**src/hw/phy_cfg_pkg.sv**
```systemverilog
// Behaviour
// - Decode registers 16-20 and 30; rest reserved
// - Reserved configuration bits written zero, read ignored
// - Bit 14 forces link pass; 13 kills transmitter
// - Bit 12 bypasses scrambling at 100 Mb/s
// - Bit 10 disables jabber correction at 10 Mb/s
// - Bit 9 enables heartbeat at 10 Mb/s
// - Bit 8 suppresses half-duplex echo at 10 Mb/s
// - Bit 7 extends carrier sense at 10 Mb/s; resets to one
// - Preamble bit sets data valid start at 10 Mb/s
// - Preamble always delivered at 100 Mb/s
// - Bit 1 enables alternate next-page mode
// - Alternate mode adds clears for page-received flag
package phy_cfg_pkg;
    localparam int DATA_W = 16; // Register width
    localparam int ADDR_W = 5; // Register address width
    // Register addresses
    localparam logic [4:0] ADDR_PORT_CFG = 5'h10;
    localparam logic [4:0] ADDR_SECOND_STATUS = 5'h11;
    localparam logic [4:0] ADDR_INT_ENABLE = 5'h12;
    localparam logic [4:0] ADDR_STATUS_CHANGE = 5'h13;
    localparam logic [4:0] ADDR_LED_CFG = 5'h14;
    localparam logic [4:0] ADDR_TX_CONTROL = 5'h1e;
    // Port configuration field positions
    localparam int BIT_FORCE_LINK = 14;
    localparam int BIT_TX_DISABLE = 13;
    localparam int BIT_SCR_BYPASS = 12;
    localparam int BIT_JABBER_DIS = 10;
    localparam int BIT_HEARTBEAT = 9;
    localparam int BIT_ECHO_DIS = 8;
    localparam int BIT_CRS_EXT = 7;
    localparam int BIT_PREAMBLE_EN = 5;
    localparam int BIT_ALT_NP = 1;
    // Reset value and mask of implemented configuration bits
    localparam logic [15:0] CFG_RESET = 16'h0080;
    localparam logic [15:0] CFG_WRITABLE = 16'h77a2;
    localparam logic [15:0] REG_RESET = 16'h0000;
    // Management frame layout
    localparam logic [5:0] PREAMBLE_LEN = 6'h20;
    localparam logic [4:0] HDR_LAST = 5'h0c;
    localparam logic [4:0] DATA_LAST = 5'h0f;
    localparam logic [1:0] OP_READ = 2'h2;
    localparam logic [1:0] OP_WRITE = 2'h1;
    localparam logic [4:0] PHY_ADDR_DEFAULT = 5'h01;
    // Management frame states
    typedef enum logic [1:0] {ST_PRE, ST_HDR, ST_TA, ST_DATA} mdio_state_t;
endpackage : phy_cfg_pkg

```
**src/hw/pin_level_if.sv**
```systemverilog
`timescale 1ns/1ps
`default_nettype none
// Settled level of one synchronised pin
interface pin_level_if;
    logic level; // Filtered pin level
    modport src (output level);
    modport dst (input level);
endinterface : pin_level_if
`default_nettype wire

```
**src/hw/pin_sync3.sv**
```systemverilog
`timescale 1ns/1ps
`default_nettype none
// Three-stage pin synchroniser; level moves once stages two and three agree
module pin_sync3 (
    input wire logic clk_sys_i,
    input wire logic sys_rst_i,
    input wire logic pin_i,
    pin_level_if.src sync
);
    logic s1_q; // Metastability catcher, read only by s2_q
    logic s2_q; // Second stage
    logic s3_q; // Third stage
    // Shift chain and agreement filter
    always_ff @(posedge clk_sys_i or posedge sys_rst_i) begin
        if (sys_rst_i) begin
            s1_q <= 1'b0;
            s2_q <= 1'b0;
            s3_q <= 1'b0;
            sync.level <= 1'b0;
        end else begin
            s1_q <= pin_i;
            s2_q <= s1_q;
            s3_q <= s2_q;
            if (s2_q == s3_q) begin
                sync.level <= s3_q;
            end
        end
    end
endmodule : pin_sync3
`default_nettype wire

```
**src/hw/phy_port_config_regs.sv**
```systemverilog
`timescale 1ns/1ps
`default_nettype none
// Product-specific management registers reached over the serial management pins
module phy_port_config_regs
    import phy_cfg_pkg::*;
#(
    parameter logic [4:0] PHY_ADDR = phy_cfg_pkg::PHY_ADDR_DEFAULT // Own address on the bus
) (
    input wire logic clk_sys_i,
    input wire logic sys_rst_i,
    input wire logic mdc_i,
    input wire logic mdio_i,
    output logic mdio_o,
    output logic mdio_oe_n_o,
    input wire logic speed100_i,
    input wire logic full_duplex_i,
    input wire logic [phy_cfg_pkg::DATA_W-1:0] second_status_i,
    input wire logic [phy_cfg_pkg::DATA_W-1:0] status_change_i,
    input wire logic page_rx_event_i,
    input wire logic mr_page_rx_i,
    input wire logic page_rx_read_i,
    output logic force_link_pass_o,
    output logic tx_disable_o,
    output logic scrambler_bypass_o,
    output logic jabber_correct_disable_o,
    output logic heartbeat_enable_o,
    output logic twisted_pair_echo_disable_o,
    output logic carrier_sense_extend_o,
    output logic preamble_deliver_o,
    output logic alt_next_page_mode_o,
    output logic page_received_o,
    output logic status_change_read_o,
    output logic [phy_cfg_pkg::DATA_W-1:0] interrupt_enable_o,
    output logic [phy_cfg_pkg::DATA_W-1:0] led_config_o,
    output logic [phy_cfg_pkg::DATA_W-1:0] transmit_control_o
);
    import phy_cfg_pkg::*;

    pin_level_if mdc_sync (); // Settled clock pin
    pin_level_if mdio_sync (); // Settled data pin

    // Synchronise both management pins
    pin_sync3 u_mdc_sync (
        .clk_sys_i(clk_sys_i),
        .sys_rst_i(sys_rst_i),
        .pin_i(mdc_i),
        .sync(mdc_sync.src)
    );
    pin_sync3 u_mdio_sync (
        .clk_sys_i(clk_sys_i),
        .sys_rst_i(sys_rst_i),
        .pin_i(mdio_i),
        .sync(mdio_sync.src)
    );

    logic mdc_prev_q; // Last settled clock level
    mdio_state_t state_q; // Frame position
    logic [5:0] pre_cnt_q; // Run of ones seen, saturating
    logic [4:0] bit_cnt_q; // Bit index inside a field
    logic [12:0] hdr_q; // Start bit, opcode, addresses
    logic [15:0] shift_q; // Data shifter, both directions
    logic rd_q; // Frame is a read of this device
    logic wr_q; // Frame is a write to this device
    logic [15:0] cfg_q; // Port configuration
    logic [15:0] int_en_q; // Interrupt enable storage
    logic [15:0] led_q; // LED configuration storage
    logic [15:0] txc_q; // Transmit control storage

    // Frame decode
    wire mdc_rise = mdc_sync.level & ~mdc_prev_q;
    wire mdio_bit = mdio_sync.level;
    wire [12:0] hdr_next = {hdr_q[11:0], mdio_bit};
    wire hdr_ok = hdr_next[12] & (hdr_next[9:5] == PHY_ADDR);
    wire hdr_rd = hdr_ok & (hdr_next[11:10] == OP_READ);
    wire hdr_wr = hdr_ok & (hdr_next[11:10] == OP_WRITE);
    wire [4:0] reg_addr = hdr_q[4:0];
    wire [15:0] wr_data = {shift_q[14:0], mdio_bit};
    wire wr_fire = mdc_rise & (state_q == ST_DATA) & (bit_cnt_q == DATA_LAST) & wr_q;
    wire rd_load = mdc_rise & (state_q == ST_TA) & (bit_cnt_q == 5'd1) & rd_q;

    // Register select; reserved and unlisted addresses read zero
    wire sel_cfg = (reg_addr == ADDR_PORT_CFG);
    wire sel_st2 = (reg_addr == ADDR_SECOND_STATUS);
    wire sel_ien = (reg_addr == ADDR_INT_ENABLE);
    wire sel_chg = (reg_addr == ADDR_STATUS_CHANGE);
    wire sel_led = (reg_addr == ADDR_LED_CFG);
    wire sel_txc = (reg_addr == ADDR_TX_CONTROL);
    wire [15:0] rd_data = ({16{sel_cfg}} & cfg_q) | ({16{sel_st2}} & second_status_i)
        | ({16{sel_ien}} & int_en_q) | ({16{sel_chg}} & status_change_i)
        | ({16{sel_led}} & led_q) | ({16{sel_txc}} & txc_q);

    // Configuration side effects
    wire alt_np = cfg_q[BIT_ALT_NP];
    wire page_clr = page_rx_read_i | (alt_np & (~mr_page_rx_i | cfg_q[BIT_TX_DISABLE]));

    // Clock edge history
    always_ff @(posedge clk_sys_i or posedge sys_rst_i) begin
        if (sys_rst_i) begin
            mdc_prev_q <= 1'b0;
        end else begin
            mdc_prev_q <= mdc_sync.level;
        end
    end

    // Management frame engine, advancing on each settled clock rise
    always_ff @(posedge clk_sys_i or posedge sys_rst_i) begin
        if (sys_rst_i) begin
            state_q <= ST_PRE;
            pre_cnt_q <= 6'd0;
            bit_cnt_q <= 5'd0;
            hdr_q <= 13'h0000;
            shift_q <= REG_RESET;
            rd_q <= 1'b0;
            wr_q <= 1'b0;
            mdio_o <= 1'b1;
            mdio_oe_n_o <= 1'b1;
        end else if (mdc_rise) begin
            unique case (state_q)
                // Count preamble ones; a zero after enough of them starts a frame
                ST_PRE: begin
                    mdio_oe_n_o <= 1'b1;
                    bit_cnt_q <= 5'd0;
                    if (mdio_bit) begin
                        if (pre_cnt_q != PREAMBLE_LEN) begin
                            pre_cnt_q <= pre_cnt_q + 6'd1;
                        end
                    end else begin
                        pre_cnt_q <= 6'd0;
                        if (pre_cnt_q == PREAMBLE_LEN) begin
                            state_q <= ST_HDR;
                        end
                    end
                end
                // Collect start, opcode and both addresses
                ST_HDR: begin
                    hdr_q <= hdr_next;
                    bit_cnt_q <= bit_cnt_q + 5'd1;
                    if (bit_cnt_q == HDR_LAST) begin
                        bit_cnt_q <= 5'd0;
                        rd_q <= hdr_rd;
                        wr_q <= hdr_wr;
                        state_q <= (hdr_rd | hdr_wr) ? ST_TA : ST_PRE;
                    end
                end
                // Turnaround: drive zero for the second half on reads
                ST_TA: begin
                    bit_cnt_q <= bit_cnt_q + 5'd1;
                    if (bit_cnt_q == 5'd0) begin
                        mdio_o <= 1'b0;
                        mdio_oe_n_o <= ~rd_q;
                    end else begin
                        bit_cnt_q <= 5'd0;
                        state_q <= ST_DATA;
                        mdio_o <= rd_data[15];
                        shift_q <= {rd_data[14:0], 1'b0};
                    end
                end
                // Sixteen data bits, most significant first
                ST_DATA: begin
                    bit_cnt_q <= bit_cnt_q + 5'd1;
                    mdio_o <= shift_q[15];
                    shift_q <= rd_q ? {shift_q[14:0], 1'b0} : wr_data;
                    if (bit_cnt_q == DATA_LAST) begin
                        mdio_oe_n_o <= 1'b1;
                        mdio_o <= 1'b1;
                        state_q <= ST_PRE;
                    end
                end
            endcase
        end
    end

    // Writable registers; reserved configuration bits stay zero
    always_ff @(posedge clk_sys_i or posedge sys_rst_i) begin
        if (sys_rst_i) begin
            cfg_q <= CFG_RESET;
            int_en_q <= REG_RESET;
            led_q <= REG_RESET;
            txc_q <= REG_RESET;
        end else if (wr_fire) begin
            if (sel_cfg) begin
                cfg_q <= wr_data & CFG_WRITABLE;
            end
            if (sel_ien) begin
                int_en_q <= wr_data;
            end
            if (sel_led) begin
                led_q <= wr_data;
            end
            if (sel_txc) begin
                txc_q <= wr_data;
            end
        end
    end

    // Control outputs; the speed-dependent ones gated by the present speed and duplex
    always_ff @(posedge clk_sys_i or posedge sys_rst_i) begin
        if (sys_rst_i) begin
            force_link_pass_o <= 1'b0;
            tx_disable_o <= 1'b0;
            scrambler_bypass_o <= 1'b0;
            jabber_correct_disable_o <= 1'b0;
            heartbeat_enable_o <= 1'b0;
            twisted_pair_echo_disable_o <= 1'b0;
            carrier_sense_extend_o <= 1'b0;
            preamble_deliver_o <= 1'b0;
            alt_next_page_mode_o <= 1'b0;
            interrupt_enable_o <= REG_RESET;
            led_config_o <= REG_RESET;
            transmit_control_o <= REG_RESET;
        end else begin
            force_link_pass_o <= cfg_q[BIT_FORCE_LINK];
            tx_disable_o <= cfg_q[BIT_TX_DISABLE];
            scrambler_bypass_o <= speed100_i & cfg_q[BIT_SCR_BYPASS];
            jabber_correct_disable_o <= ~speed100_i & cfg_q[BIT_JABBER_DIS];
            heartbeat_enable_o <= ~speed100_i & cfg_q[BIT_HEARTBEAT];
            twisted_pair_echo_disable_o <= ~speed100_i & ~full_duplex_i & cfg_q[BIT_ECHO_DIS];
            carrier_sense_extend_o <= ~speed100_i & cfg_q[BIT_CRS_EXT];
            preamble_deliver_o <= speed100_i | cfg_q[BIT_PREAMBLE_EN];
            alt_next_page_mode_o <= alt_np;
            interrupt_enable_o <= int_en_q;
            led_config_o <= led_q;
            transmit_control_o <= txc_q;
        end
    end

    // Page-received flag; a new page wins over any clear
    always_ff @(posedge clk_sys_i or posedge sys_rst_i) begin
        if (sys_rst_i) begin
            page_received_o <= 1'b0;
            status_change_read_o <= 1'b0;
        end else begin
            if (page_rx_event_i) begin
                page_received_o <= 1'b1;
            end else if (page_clr) begin
                page_received_o <= 1'b0;
            end
            status_change_read_o <= rd_load & sel_chg;
        end
    end
endmodule : phy_port_config_regs
`default_nettype wire

```
**config.mk**
```make
export PLATFORM = sky130hd
export DESIGN_NAME = phy_port_config_regs
export DESIGN_NICKNAME = d
export VERILOG_FILES = /design/src/hw/phy_cfg_pkg.sv /design/src/hw/pin_level_if.sv /design/src/hw/pin_sync3.sv /design/src/hw/phy_port_config_regs.sv
export SDC_FILE = /design/constraint.sdc
export NUM_CORES = 1
export LEC_CHECK = 0
export BUFFER_PORTS_ARGS = -buffer_cell sky130_fd_sc_hd__buf_2
export CORE_ASPECT_RATIO = 0.75
export CORE_MARGIN = 3
export CORE_UTILIZATION = 53
export CTS_BUF_LIST = sky130_fd_sc_hd__clkbuf_2 sky130_fd_sc_hd__clkbuf_4 sky130_fd_sc_hd__clkbuf_8
export CTS_CLUSTER_DIAMETER = 50
export DETAILED_ROUTE_END_ITERATION = 6
export MAX_ROUTING_LAYER = met4
export PLACE_DENSITY = 0.78
export SLEW_MARGIN = 15
export SYNTH_ARGS = -nofsm -noshare
export SYNTH_HDL_FRONTEND = slang
export SYNTH_SLANG_ARGS = --single-unit
```
**constraint.sdc**
```tcl
create_clock -name clk_sys_i -period 5.1 [get_ports clk_sys_i]
set_clock_uncertainty 0.2 [all_clocks]
set_input_delay 0.51 -clock clk_sys_i [delete_from_list [all_inputs] [get_ports clk_sys_i]]
set_output_delay 0.51 -clock clk_sys_i [all_outputs]
set_load 0.01 [all_outputs]
```
==> results.md, run 1 <==
Timing:
- The worst path in the final design needs a cycle of 3.19 ns, including I/O delays and setup.
- Setup repair after global routing left no endpoint under its margin.
- The normalized max-slew margin is 29.3%.
- The final count of hold timing violations is 0.
- The actual slew at the worst max-slew pin is 1.06 ns.
- The worst path setup slack after routing is 1.91 ns.
- The final total negative setup slack is 0 ns.
- Setup violations remaining at the end of the flow were counted as 0.
- In the finished design, the share of the clock period the worst path needs comes to 62.6%.
- The max-slew violation total from the final report is 0.
- The upper clock frequency limit is 0.313 GHz.

Critical path:
- The endpoint identified for the worst register-to-register timing path is txc_q[4].
- Counting cells, the worst reg-to-reg path comes to 6.
- The slack of the worst reg-to-reg path is 1.91 ns.
- STA classifies the critical path endpoint as a flip-flop.
- The maximum fanout along the worst path is 31.
- The worst register-to-register path begins at hdr_q[1].
- The largest stage delay on the critical path is 0.61 ns.
- Traced cell by cell, the critical path runs through buf_4 -> nor2b_1 -> and4_1 -> nor2b_1 -> buf_4 -> mux2_2.
- STA classifies the critical path startpoint as a flip-flop.
- The setup path with the least slack is of type reg -> reg.
- The required arrival time at the worst endpoint is 5.24 ns.
- The largest individual stage delay along the critical path comes from the cell and4_1.
- The arrival time at the worst endpoint is 3.33 ns.
- The most critical setup path has its startpoint at hdr_q[1].

Clocking:
- The clock-pin slew on the worst setup and hold paths is 0.09 ns.
- The cell sitting at the root of the clock tree is a clkbuf_8.
- The maximum level of the CTS H-tree is 4.
- The worst-skew pair later-pin latency is 0.45 ns.
- Buffers inserted during clock tree synthesis total 17.
- Post-CTS timing repair inserted 0 buffers for setup.
- The number of buffers on the longest clock path is 2.
- TritonCTS built the clock tree.
- CTS saw 170 sinks.

Power and ir drop:
- Combinational cells account for 3.5% of the total power.
- The cell internal power dissipation is 1.86 mW.
- VDD sags by at most 214 uV.
- The analysis attributes to net switching a power of 0.552 mW.
- Per report_power, the sequential group accounts for 56.8% of the total.
- In this run the power density over the cells is 308 nW/um^2.
- Summed over all cells, the static leakage comes to 3.84 nW.
- The switching share of power is 22.9%.
- The clock network is responsible for 39.8% of the overall power.

Placement:
- The number of buffer cells added on primary ports is 101.
- After detailed placement, the total cell area comes to 7410 um^2.
- OpenSTA, run right after detailed placement, puts the worst setup slack at 2.01 ns.
- The global placement routability congestion is 0.858.
- After legalization and detailed placement, the total HPWL measured 10100 um.

Drt:
- The post-route antenna net violation count is 0.
- The aggregate routed wire length is 15100 um.
- Dividing the detail-routed wire length by the instance count gives 18.9 um.
- In the routed design, unresolved DRC markers number 0.
- The mean number of vias per cell is 5.82.
- The via total after detailed routing is 4640.
- The number of iterations in the first detailed-routing pass is 5.
- The count of routing violations after the opening detailed-route iteration is 421.

Global routing:
- The first global-routing pass estimated 24200 um of wire.
- The global-route usage over all layers is 22.7%.
- The largest net degree at the start of global routing is 171.
- The number of antenna violations at the first check in global routing is 0.
- The number of global-route vias before repair was 4572.
- The sum of overflow across all layers after global routing is 0.

Logic synthesis:
- The proportion of synthesized chip area in sequential cells is 62.7%.
- The number of warnings reported in the yosys synthesis log is 0.
- The primary flip-flop cell chosen by synthesis mapping is dfrtp_1.
- The post-synthesis sequential element count is 170.
- Yosys mapped a number of flops with a built-in enable equal to 0.
- After technology mapping, the gate count stands at 516.
- Counting distinct cell types in the post-synthesis netlist gives 56.
- The cell area after technology mapping is 6790 um^2.
- The fraction of registers with async set or reset after synthesis is 100%.
- When the netlist entered floorplanning its net count stood at 563.
- After synthesis, the mean cell area works out to 13.2 um^2.

Outcome:
- The run finished with clean final reports.

Floorplanning:
- The width of the die is 137 um.
- The number of rows in the core area is 35.
- The floorplan step defined a core boundary enclosing 12400 um^2.
- The overall die area is 14200 um^2.
- The floorplan step set the die height to 104 um.
- Pin placement for this block handled 102 I/O pins.
- The starting utilization of the core area is 54.8%.

Min path:
- The class of the most critical hold timing path is in -> reg.
- The worst hold path passes through 2 cells.
- The worst min-delay path endpoint is page_received_o.
- The startpoint identified for the worst hold timing path is page_rx_event_i.

Flow run:
- The tool flagged a number of max-cap violations equal to 0.

Finish:
- The post-route netlist has 34.7% of its cells at a drive strength greater than 1.
- The register area is 4260 um^2.
- Compared with the post-synthesis result, the final layout area differs by 15.5%.
- The final non-filler cell area is 7850 um^2.
- After the last flow step, the layout net total stands at 665.
- The antenna cell count is 0.
- Summing all multi-input logic gate instances after layout gives 2330 um^2.
- After filler insertion, the fill cell instance count of the layout stands at 946.
==> cell families after synthesis <==
logic type,share of synthesized area (%)
compound gates,10.5
xor+xnor,0.129
fa+ha+maj,1.40
buf+inv,3.11
flops,62.7
mux,14.1
simple gates,8.14
==> cell usage in the layout, fill, tap and decap left out, types with 3 or more instances in the layout <==
cell type,n
clkinvlp_4,6
buf_4,5
a221oi_1,6
dfstp_2,3
a21oi_1,26
nand2_1,25
nor3b_1,6
dfrtp_1,167
clkbuf_8,19
mux2_2,67
and2_1,5
o31ai_1,8
a21o_1,6
ha_1,6
buf_2,101
a22oi_1,6
a31oi_1,11
nor3_1,5
o41ai_1,3
mux2i_1,18
nor2b_1,8
o21ai_0,17
inv_6,4
nor2_1,20
nand3_1,6
dlygate4sd3_1,3
o22ai_1,16
inv_1,12
==> final cells by class <==
| cell class | count | area share, % |
|---|---|---|
| Clock buffer | 20 | 3.43 |
| Clock inverter | 12 | 1.75 |
| Inverter | 13 | 0.670 |
| Multi-Input combinational cell | 306 | 29.7 |
| Sequential cell | 170 | 54.3 |
| Tap cell | 166 | 2.65 |
| Timing Repair Buffer | 110 | 7.56 |
==> synth_stat cells (8+ instances only) <==
| cell type | instances | area share, % |
|---|---|---|
| dfrtp_1 | 167 | 62 |
| mux2_2 | 67 | 11 |
| a21oi_1 | 27 | 2.0 |
| nand2_1 | 25 | 1.4 |
| nor2_1 | 20 | 1.1 |
| mux2i_1 | 18 | 2.7 |
| o21ai_0 | 17 | 1.3 |
| o22ai_1 | 16 | 1.5 |
| inv_1 | 13 | 0.72 |
| a31oi_1 | 11 | 1.0 |
| buf_2 | 10 | 0.74 |
| clkbuf_1 | 8 | 0.44 |
| nor2b_1 | 8 | 0.74 |
| o31ai_1 | 8 | 0.88 |
==> power by group through the flow <==
stage | clock, mW | combinational [mW] | sequential [mW]
after global placement | 0 | 0.0810 | 1.40
after CTS | 0.977 | 0.0858 | 1.37
after floorplan | 0 | 0.0520 | 1.39
after global routing | 1.05 | 0.0958 | 1.37
after detailed placement | 0 | 0.0837 | 1.40
final | 0.960 | 0.0836 | 1.37
==> metrics by stage <==
stage	power, mW	utilization [%]	hold slack (ns)	instances
after CTS	2.43	63.3	0.0322	797
final	2.41	63.3	0.0529	797
after global placement	1.48	59.8	0.132	762
after floorplan	1.45	-	0.131	516
after global routing	2.52	63.3	0.0513	797
after detailed placement	1.48	59.8	0.138	762
==> routing by layer <==
metal	GRT usage, %	part of all wire (%)
met1	32.6	44
met2	32.5	47
met3	5.17	7.3
met4	7.12	1.8
met5	-	0
==> worst max-delay path by stage <==
stage,end,slack [ns],depth (start not counted)
after CTS,txc_q[4],1.96,6
after floorplan,async pin,2.22,1
final,txc_q[4],1.91,6
after global placement,txc_q[7],2.14,6
after global routing,txc_q[8],1.74,6
after detailed placement,txc_q[2],2.01,6
==> worst max-delay path: cells and delay by family (launching register included) <==
family / cells / cell delay [ns]
flip-flops: 1 / 0.44
multiplexers: 1 / 0.37
AND/OR/NAND/NOR: 3 / 1.27
buffers and inverters: 2 / 0.77
==> registers in the layout (all words and copies together), names as in the netlist, 5 cells and up, named ones only <==
signal,flops
shift_q,16
led_q,16
int_en_q,16
hdr_q,12
bit_cnt_q,5
txc_q,16
interrupt_enable_o,16
led_config_o,16
cfg_q,9
transmit_control_o,16
pre_cnt_q,6
==> timing repair <==
| item | CTS | global route |
|---|---|---|
| hold endpoints to repair | 3 | 0 |
| gates resized for setup | 0 | 0 |
| hold buffers | 3 | 0 |
Power figures use the tool's default switching activity.
==> inputs of run 2 (changes only) <==
- CORE_UTILIZATION: 53 -> 59
- PLACE_DENSITY: 0.78 -> 0.82
- clock period: 5.1 -> 3.2 ns (I/O delays scaled with it)
==> run 2 against run 1 <==
Compared with the run above: total power rose by 59%; non-clock buffer count rose by 14; sequential cell count did not move; hold slack got worse by 0.0058 ns; core utilization rose by 8.4 points; largest cell class unchanged.
==> results.md, run 2 (synthesis gave the netlist of run 1 again) <==
Critical path:
- Worst path cell trace: or3b_4 -> nor3_4 -> and2b_1 -> mux2_2 (was buf_4 -> nor2b_1 -> and4_1 -> nor2b_1 -> buf_4 -> mux2_2).
- The required arrival time at the worst endpoint came to 3.33 ns (was 5.24 ns).
- The launching element of the worst setup path was hdr_q[3] (was hdr_q[1]).
- The capture point of the worst path is cfg_q[14] (was txc_q[4]).
- The critical path depth is 4 (was 6).
- The count of buffer and inverter cells on the critical path came to 0 (was 2).
- The count of cells along the worst register-to-register path was 4 (was 6).
- The worst reg2reg path startpoint is hdr_q[3] (was hdr_q[1]).
- The endpoint class of the critical path is a flip-flop (unchanged).
- The largest stage delay on the critical path is 0.56 ns (was 0.61 ns).
- The startpoint kind of the worst setup timing path is a flip-flop (unchanged).
- The kind of cell adding the most delay to the critical path is simple AND/OR/NAND/NOR gates (unchanged).
- The cell with the biggest individual delay on the critical path is dfrtp_1 (was and4_1).
- The arrival time at the worst endpoint is 2.68 ns (was 3.33 ns).
- The destination of the worst register-to-register timing path is cfg_q[14] (was txc_q[4]).
- The slack of the worst reg-to-reg path is 0.65 ns (was 1.91 ns).
- The maximum fanout along the worst path is 14 (was 31).
- The critical path class is reg -> reg (unchanged).

Clocking:
- The clock root buffer is clkbuf_8 (unchanged).
- The CTS sink count is 170 (unchanged).
- The number of buffers inserted by post-CTS setup repair is 0 (unchanged).
- The number of buffers on the longest clock path is 2 (unchanged).
- The number of buffers added by the clock tree synthesis step is 17 (unchanged).
- The number of buffers added to fix hold violations after cts is 8 (was 3).
- The TritonCTS clock tree is yes (unchanged).
- The worst-skew pair later-pin latency is 0.45 ns (about the same).
- The post-cts repair resize count is 0 (unchanged).
- The clock-pin slew on the worst setup and hold paths was 0.09 ns (about the same).
- The maximum level of the CTS H-tree is 4 (unchanged).

Finish:
- The fraction of layout cells with a size suffix above 1 is 35.2% (was 34.7%).
- The final net count is 679 (was 665).
- Most used cells in the layout excluding fill and tap cells: 167 x dfrtp_1, 101 x buf_2, 67 x mux2_2, 27 x a21oi_1, 25 x nand2_1 (was 167 x dfrtp_1, 101 x buf_2, 67 x mux2_2, 26 x a21oi_1, 25 x nand2_1).
- The antenna cell count is 0 (unchanged).
- The leading cell type in the layout, fill and taps excluded is dfrtp_1 (unchanged).
- The area added between synthesis and finish is 16.9% (was 15.5%).

Timing:
- The time the final worst path needs with I/O delays and setup is 2.55 ns (was 3.19 ns).
- The final period utilization is 79.7% (was 62.6%).
- The upper clock frequency limit was 0.392 GHz (was 0.313 GHz).
- The final total negative setup slack is 0 ns (unchanged).
- The normalized max-slew margin was 49.4% (was 29.3%).
- The final setup violation count is 0 (unchanged).
- The final count of hold timing violations is 0 (unchanged).
- The max-slew violation total from the final report is 0 (unchanged).
- Unrepaired setup endpoints after global routing: no (unchanged).
- The actual slew at the worst max-slew pin is 0.757 ns (was 1.06 ns).

Placement:
- The HPWL after detailed placement is 10900 um (was 10100 um).
- The global placement routability congestion is 0.897 (was 0.858).
- The number of buffer cells added on primary ports is 101 (unchanged).

Drt:
- The count of routing violations after the opening detailed-route iteration is 389 (was 421).
- The average detailed-routed wire length per instance is 20.7 um (was 18.9 um).
- The mean number of vias per cell is 6.13 (was 5.82).
- The number of iterations in the first detailed-routing pass is 5 (unchanged).
- The post-route antenna net violation count was 0 (unchanged).
- The total DRC errors in the routed layout is 0 (unchanged).
- The aggregate routed wire length is 16300 um (was 15100 um).
- The via total after detailed routing came to 4809 (was 4640).

Global routing:
- The wire length of the first global-routing pass is 26200 um (was 24200 um).
- The number of antenna violations at the first check in global routing is 0 (unchanged).
- The largest net degree at the start of global routing came to 72 (was 171).
- The sum of overflow across all layers after global routing is 0 (unchanged).
- The number of global-route vias before repair is 4862 (was 4572).
- The global-route usage over all layers is 27.6% (was 22.7%).

Power and ir drop:
- The portion of total power attributed to sequential cells was 56.8% (about the same).
- The part of the total power dissipated in combinational logic is 3.7% (was 3.5%).
- The peak supply drop is 397 uV (was 214 uV).
- The switching share of power is 22.9% (about the same).
- The clock network power share was 39.5% (was 39.8%).
- The total power divided by cell area came to 484 nW/um^2 (was 308 nW/um^2).
- The cell internal power dissipation came to 2.96 mW (was 1.86 mW).
- The net switching component of the power is 0.882 mW (was 0.552 mW).
- The leakage power came to 3.92 nW (was 3.84 nW).
- The total power draw was 3.85 mW (was 2.41 mW).

Floorplanning:
- The area of the core region is 11100 um^2 (was 12400 um^2).
- The I/O pin count was 102 (unchanged).
- The starting utilization of the core area came to 61.4% (was 54.8%).
- The overall die area is 12900 um^2 (was 14200 um^2).
- The height of the chip was 98.9 um (was 104 um).
- The width of the die is 130 um (was 137 um).
- The number of rows in the core area came to 33 (was 35).

Min path:
- The class of the most critical hold timing path is in -> reg (unchanged).
- The launch point of the worst hold path is status_change_i[12] (was page_rx_event_i).
- The hold path depth was 3 (was 2).

Flow run:
- The max-cap check violation count is 0 (unchanged).

Outcome:
- Result of the run: finished, final reports clean (unchanged).
-- run 2: changes by cell type in the layout (fill, tap and decap cells not counted) --
cell / before / now
dlygate4sd3_1: 3 / 8
clkbuf_4: 1 / 0
inv_8: 0 / 1
inv_6: 4 / 1
clkinv_2: 1 / 3
clkinv_4: 0 / 3
a21oi_1: 26 / 27
buf_12: 1 / 2
clkinvlp_4: 6 / 4
buf_4: 5 / 13
a21oi_2: 1 / 0
-- run 2: routing by layer --
layer | track usage, % | part of all wire (%) | up-vias
met5 | - | 0 | -
met4 | 10.5 | 2.0 | 0
met3 | 6.99 | 7.4 | 36
met2 | 39.2 | 47 | 245
met1 | 38.6 | 44 | 2418
li1 | - | - | 2110
-- run 2: worst min path at each step --
stage / end / slack (ns)
finish: shift_q[13] / 0.05
global route: shift_q[13] / 0.06
CTS: shift_q[13] / 0.03
detailed placement: u_mdc_sync.s2_q / 0.14
global placement: u_mdio_sync.s2_q / 0.13
floorplan: u_mdc_sync.s2_q / 0.13
-- run 2: stage by stage --
| step | hold slack, ns | util [%] | setup slack (ns) | instances | area [um^2] |
|---|---|---|---|---|---|
| floorplan | 0.131 | - | 0.514 | 516 | 6800 |
| detailed placement | 0.139 | 67.4 | 0.697 | 745 | 7450 |
| CTS | 0.0348 | 71.7 | 0.668 | 785 | 7940 |
| global route | 0.0570 | 71.7 | 0.527 | 785 | 7940 |
| global placement | 0.132 | 67.4 | 0.776 | 745 | 7450 |
| finish | 0.0471 | 71.7 | 0.650 | 785 | 7940 |
-- run 2: cell type report --
class	count	area [um^2]
flip-flops and latches	170	4260
inverters	13	52.6
well taps	140	175
clock buffers	19	262
multi-input cells	306	2320
clock inverters	13	144
repair buffers	124	723
fillers	757	3130
-- run 2: power by group through the flow --
stage / clock network (mW) / registers, mW / logic (mW)
after floorplan: 0 / 2.22 / 0.0829
after global placement: 0 / 2.23 / 0.133
after detailed placement: 0 / 2.23 / 0.139
after CTS: 1.54 / 2.18 / 0.146
after global routing: 1.64 / 2.19 / 0.163
final: 1.52 / 2.19 / 0.143
-- run 2: tightest hold or removal path: stages --
cell      delay, ns
buf_2          0.09
a311oi_1       0.08
o21ai_0        0.15
==> inputs of run 3 (changes only) <==
- ABC_AREA: default -> 1
- CORE_UTILIZATION: 59 -> 53
- PLACE_DENSITY: 0.82 -> 0.78
- clock period: 3.2 -> 2.3 ns (I/O delays scaled with it)
==> run 3 against run 2 <==
Compared with the run above: die area grew 12%; sequential share of layout area shrank 3.1 points; first-iteration DRC count grew 46%; non-clock buffer count grew 32; critical path depth grew 6; largest cell class unchanged.
==> results.md, run 3 <==
Clocking:
- The number of buffers inserted by post-CTS setup repair is 0 (unchanged).
- The CTS sink count was 170 (unchanged).
- The clock root buffer is clkbuf_8 (unchanged).
- The clock-pin slew on the worst setup and hold paths is 0.09 ns (about the same).
- The TritonCTS clock tree is yes (unchanged).
- The worst-skew pair later-pin latency is 0.45 ns (about the same).
- The number of buffers added by the clock tree synthesis step was 17 (unchanged).
- The maximum level of the CTS H-tree was 4 (unchanged).
- The number of buffers on the longest clock path is 2 (unchanged).

Finish:
- The fraction of layout cells with a size suffix above 1 came to 23.5% (was 35.2%).
- The final non-filler cell area came to 8430 um^2 (was 7940 um^2).
- The area added between synthesis and finish is 22.2% (was 16.9%).
- The utilization after layout is 67.3% (was 71.7%).
- The final-layout fill cell count was 959 (was 757).
- The antenna cell count is 0 (unchanged).
- Most used cells in the layout excluding fill and tap cells: 204 x nand2_1, 166 x dfrtp_1, 101 x buf_2, 51 x inv_1, 46 x nand3_1 (was 167 x dfrtp_1, 101 x buf_2, 67 x mux2_2, 27 x a21oi_1, 25 x nand2_1).
- The final net count is 898 (was 679).
- The non-filler instance count after layout came to 1030 (was 785).
- The leading cell type in the layout, fill and taps excluded is nand2_1 (was dfrtp_1).

Logic synthesis:
- The top cell type by total area after synthesis is dfrtp_1 (unchanged).
- The most common cell in the synthesized netlist is nand2_1 (was dfrtp_1).
- The instance count of the mapped netlist is 700 (was 516).
- The post-synthesis sequential element count was 170 (unchanged).
- The count of cell types in the netlist came to 38 (was 56).
- The cell area after technology mapping is 6900 um^2 (was 6790 um^2).
- The average instance area after synthesis is 9.86 um^2 (was 13.2 um^2).
- The area share of the largest cell type after synthesis came to 60.5% (was 61.5%).
- The fraction of registers with async set or reset after synthesis was 100% (unchanged).
- The number of enable-type register cells in the synthesized netlist was 0 (unchanged).
- The number of warnings reported in the yosys synthesis log was 0 (unchanged).
- The primary flip-flop cell chosen by synthesis mapping was dfrtp_1 (unchanged).
- Largest cells by area after synthesis: dfrtp_1 61%, nand2_1 11%, o21ai_2 3.4% (was dfrtp_1 62%, mux2_2 11%, mux2i_1 2.7%).
- The proportion of synthesized chip area in sequential cells is 61.7% (was 62.7%).
- The number of nets produced by synthesis was 747 (was 563).
- Most used standard cells in the synthesized netlist: 204 x nand2_1, 167 x dfrtp_1, 52 x inv_1, 46 x nand3_1, 34 x o21ai_1 (was 167 x dfrtp_1, 67 x mux2_2, 27 x a21oi_1, 25 x nand2_1, 20 x nor2_1).

Critical path:
- The critical path class was reg -> reg (unchanged).
- The arrival time at the worst endpoint is 2.35 ns (was 2.68 ns).
- The largest stage delay on the critical path came to 0.41 ns (was 0.56 ns).
- The slack of the worst reg-to-reg path is 0.09 ns (was 0.65 ns).
- The startpoint kind of the worst setup timing path is a flip-flop (unchanged).
- The destination of the worst register-to-register timing path is txc_q[13] (was cfg_q[14]).
- The cell with the biggest individual delay on the critical path is dfrtp_1 (unchanged).
- The maximum fanout along the worst path was 16 (was 14).
- The endpoint class of the critical path is a flip-flop (unchanged).
- The required arrival time at the worst endpoint came to 2.44 ns (was 3.33 ns).
- Worst path cell trace: ha_1 -> nand2_1 -> nor2_1 -> ha_1 -> inv_1 -> nor4_4 -> buf_6 -> nand2_4 -> nand2_1 -> o21ai_1 (was or3b_4 -> nor3_4 -> and2b_1 -> mux2_2).
- The worst reg2reg path startpoint is bit_cnt_q[0] (was hdr_q[3]).
- The count of cells along the worst register-to-register path is 10 (was 4).

Floorplanning:
- The number of rows in the core area is 35 (was 33).
- The overall die area is 14400 um^2 (was 12900 um^2).
- The starting utilization of the core area is 55.1% (was 61.4%).
- The area of the core region was 12500 um^2 (was 11100 um^2).
- The height of the chip came to 105 um (was 98.9 um).
- The width of the die is 138 um (was 130 um).
- The I/O pin count came to 102 (unchanged).

Drt:
- The total DRC errors in the routed layout is 0 (unchanged).
- The aggregate routed wire length is 16500 um (was 16300 um).
- The mean number of vias per cell came to 5.39 (was 6.13).
- The via total after detailed routing is 5550 (was 4809).
- The average detailed-routed wire length per instance is 16.0 um (was 20.7 um).
- The count of routing violations after the opening detailed-route iteration came to 568 (was 389).
- The post-route antenna net violation count is 0 (unchanged).
- The number of iterations in the first detailed-routing pass came to 6 (was 5).

Power and ir drop:
- The switching share of power is 23.9% (was 22.9%).
- The net switching component of the power was 1.29 mW (was 0.882 mW).
- The portion of total power attributed to sequential cells is 56.4% (was 56.8%).
- The total power draw is 5.40 mW (was 3.85 mW).
- The cell internal power dissipation is 4.11 mW (was 2.96 mW).
- The peak supply drop is 444 uV (was 397 uV).
- The part of the total power dissipated in combinational logic is 4.6% (was 3.7%).
- The leakage power is 4.43 nW (was 3.92 nW).
- The clock network power share is 39.1% (was 39.5%).
- The total power divided by cell area was 641 nW/um^2 (was 484 nW/um^2).

Outcome:
- Result of the run: finished, final reports clean (unchanged).

Placement:
- The global placement routability congestion is 0.874 (was 0.897).
- The HPWL after detailed placement is 11000 um (was 10900 um).
- The number of placed cells counting well taps was 961 (was 745).
- The post-placement setup slack is -0.00667 ns (was 0.697 ns).
- The post-detailed-placement cell area is 7630 um^2 (was 7450 um^2).
- The number of buffer cells added on primary ports is 101 (unchanged).

Min path:
- The worst min-delay path endpoint is shift_q[15] (was shift_q[13]).
- The hold path depth is 5 (was 3).
- The class of the most critical hold timing path is in -> reg (unchanged).
- The launch point of the worst hold path was second_status_i[14] (was status_change_i[12]).

Timing:
- The normalized max-slew margin was 49.8% (was 49.4%).
- The worst path setup slack after routing came to 0.0857 ns (was 0.650 ns).
- The actual slew at the worst max-slew pin was 0.751 ns (was 0.757 ns).
- The time the final worst path needs with I/O delays and setup is 2.21 ns (was 2.55 ns).
- The final period utilization was 96.3% (was 79.7%).
- The upper clock frequency limit is 0.452 GHz (was 0.392 GHz).
- The final setup violation count is 0 (unchanged).
- The final count of hold timing violations is 0 (unchanged).
- Unrepaired setup endpoints after global routing: yes (was no).
- The max-slew violation total from the final report was 0 (unchanged).

Global routing:
- The global-route usage over all layers came to 24.8% (was 27.6%).
- The number of antenna violations at the first check in global routing is 0 (unchanged).
- The wire length of the first global-routing pass is 27000 um (was 26200 um).
- The sum of overflow across all layers after global routing came to 0 (unchanged).
- The number of global-route vias before repair came to 5355 (was 4862).
- The largest net degree at the start of global routing is 80 (was 72).

Flow run:
- The max-cap check violation count is 0 (unchanged).
## run 3: cell count changes after synthesis, sizes merged, moves of 14 or more
cell,before,now
inv,13,55
mux2,69,0
mux2i,18,0
nand2,25,210
nand3,6,46
nand4,2,16
o21ai,18,92
o22ai,16,1
## run 3: cell type report
cell class | count | area [um^2] | share of cell area [%]
Clock buffer | 17 | 234 | 2.77
Timing Repair Buffer | 156 | 1050 | 12.5
Tap cell | 166 | 208 | 2.46
Inverter | 57 | 218 | 2.58
Clock inverter | 15 | 166 | 1.97
Sequential cell | 170 | 4260 | 50.5
Multi-Input combinational cell | 449 | 2300 | 27.2
## run 3: power by group through the flow
stage	registers [mW]	logic, mW	clock network, mW
4_1_cts	3.05	0.252	2.15
2_1_floorplan	3.10	0.114	0
3_5_place_dp	3.11	0.208	0
3_3_place_gp	3.10	0.200	0
6_report	3.05	0.248	2.11
5_1_grt	3.05	0.285	2.28
## run 3: timing repair
| item | 4_1_cts | 5_1_grt |
|---|---|---|
| resized for setup | 2 | 4 |
| cloned | 0 | 1 |
| endpoints found under the hold margin | 191 | 0 |
| setup endpoints to repair | 2 | 54 |
| hold buffers | 36 | 0 |
## run 3: kinds of logic after synthesis
| kind of cell | after synthesis | synth area share (%) |
|---|---|---|
| buf+inv | 82 | 5.62 |
| compound gates | 123 | 10.7 |
| simple gates | 311 | 19.9 |
| fa+ha+maj | 8 | 1.38 |
| xor+xnor | 6 | 0.761 |
| flops | 170 | 61.7 |
## run 3: metrics by stage
step	hold WS, ns	setup TNS [ns]
2_1_floorplan	0.0614	-49.48
3_3_place_gp	0.0385	0
3_5_place_dp	0.0416	-0.00667
4_1_cts	0.00390	0
5_1_grt	0.0360	-0.513
6_report	0.0339	0
## run 3: how the worst max path moves through the flow
stage            startpoint           to  slack (ns)  cells past startpoint
2_1_floorplan     sys_rst_i    async pin       -0.30                      1
3_3_place_gp   bit_cnt_q[0]    txc_q[12]        0.11                     10
3_5_place_dp   bit_cnt_q[0]    txc_q[14]      -0.007                     10
4_1_cts        bit_cnt_q[0]  int_en_q[6]        0.01                     10
5_1_grt        bit_cnt_q[0]     txc_q[0]       -0.03                     10
6_report       bit_cnt_q[0]    txc_q[13]        0.09                     10
## run 3: routing by layer
layer	track usage, %	share of wire (%)	wire [um]	up-vias
met3	5.68	9.7	1600	27
met2	35.3	45	7470	312
li1	-	-	-	2586
met5	-	0	0	-
met4	7.90	1.6	261	0
met1	35.7	43	7150	2625
## run 3: critical path, delay by kind of cell (launching register included)
kind	cells	cell delay (ns)
adder cells (fa/ha/maj)	2	0.36
flip-flops	1	0.41
AND/OR/NAND/NOR	5	0.75
AO/OA/AOI/OAI	1	0.07
buffers and inverters	2	0.30
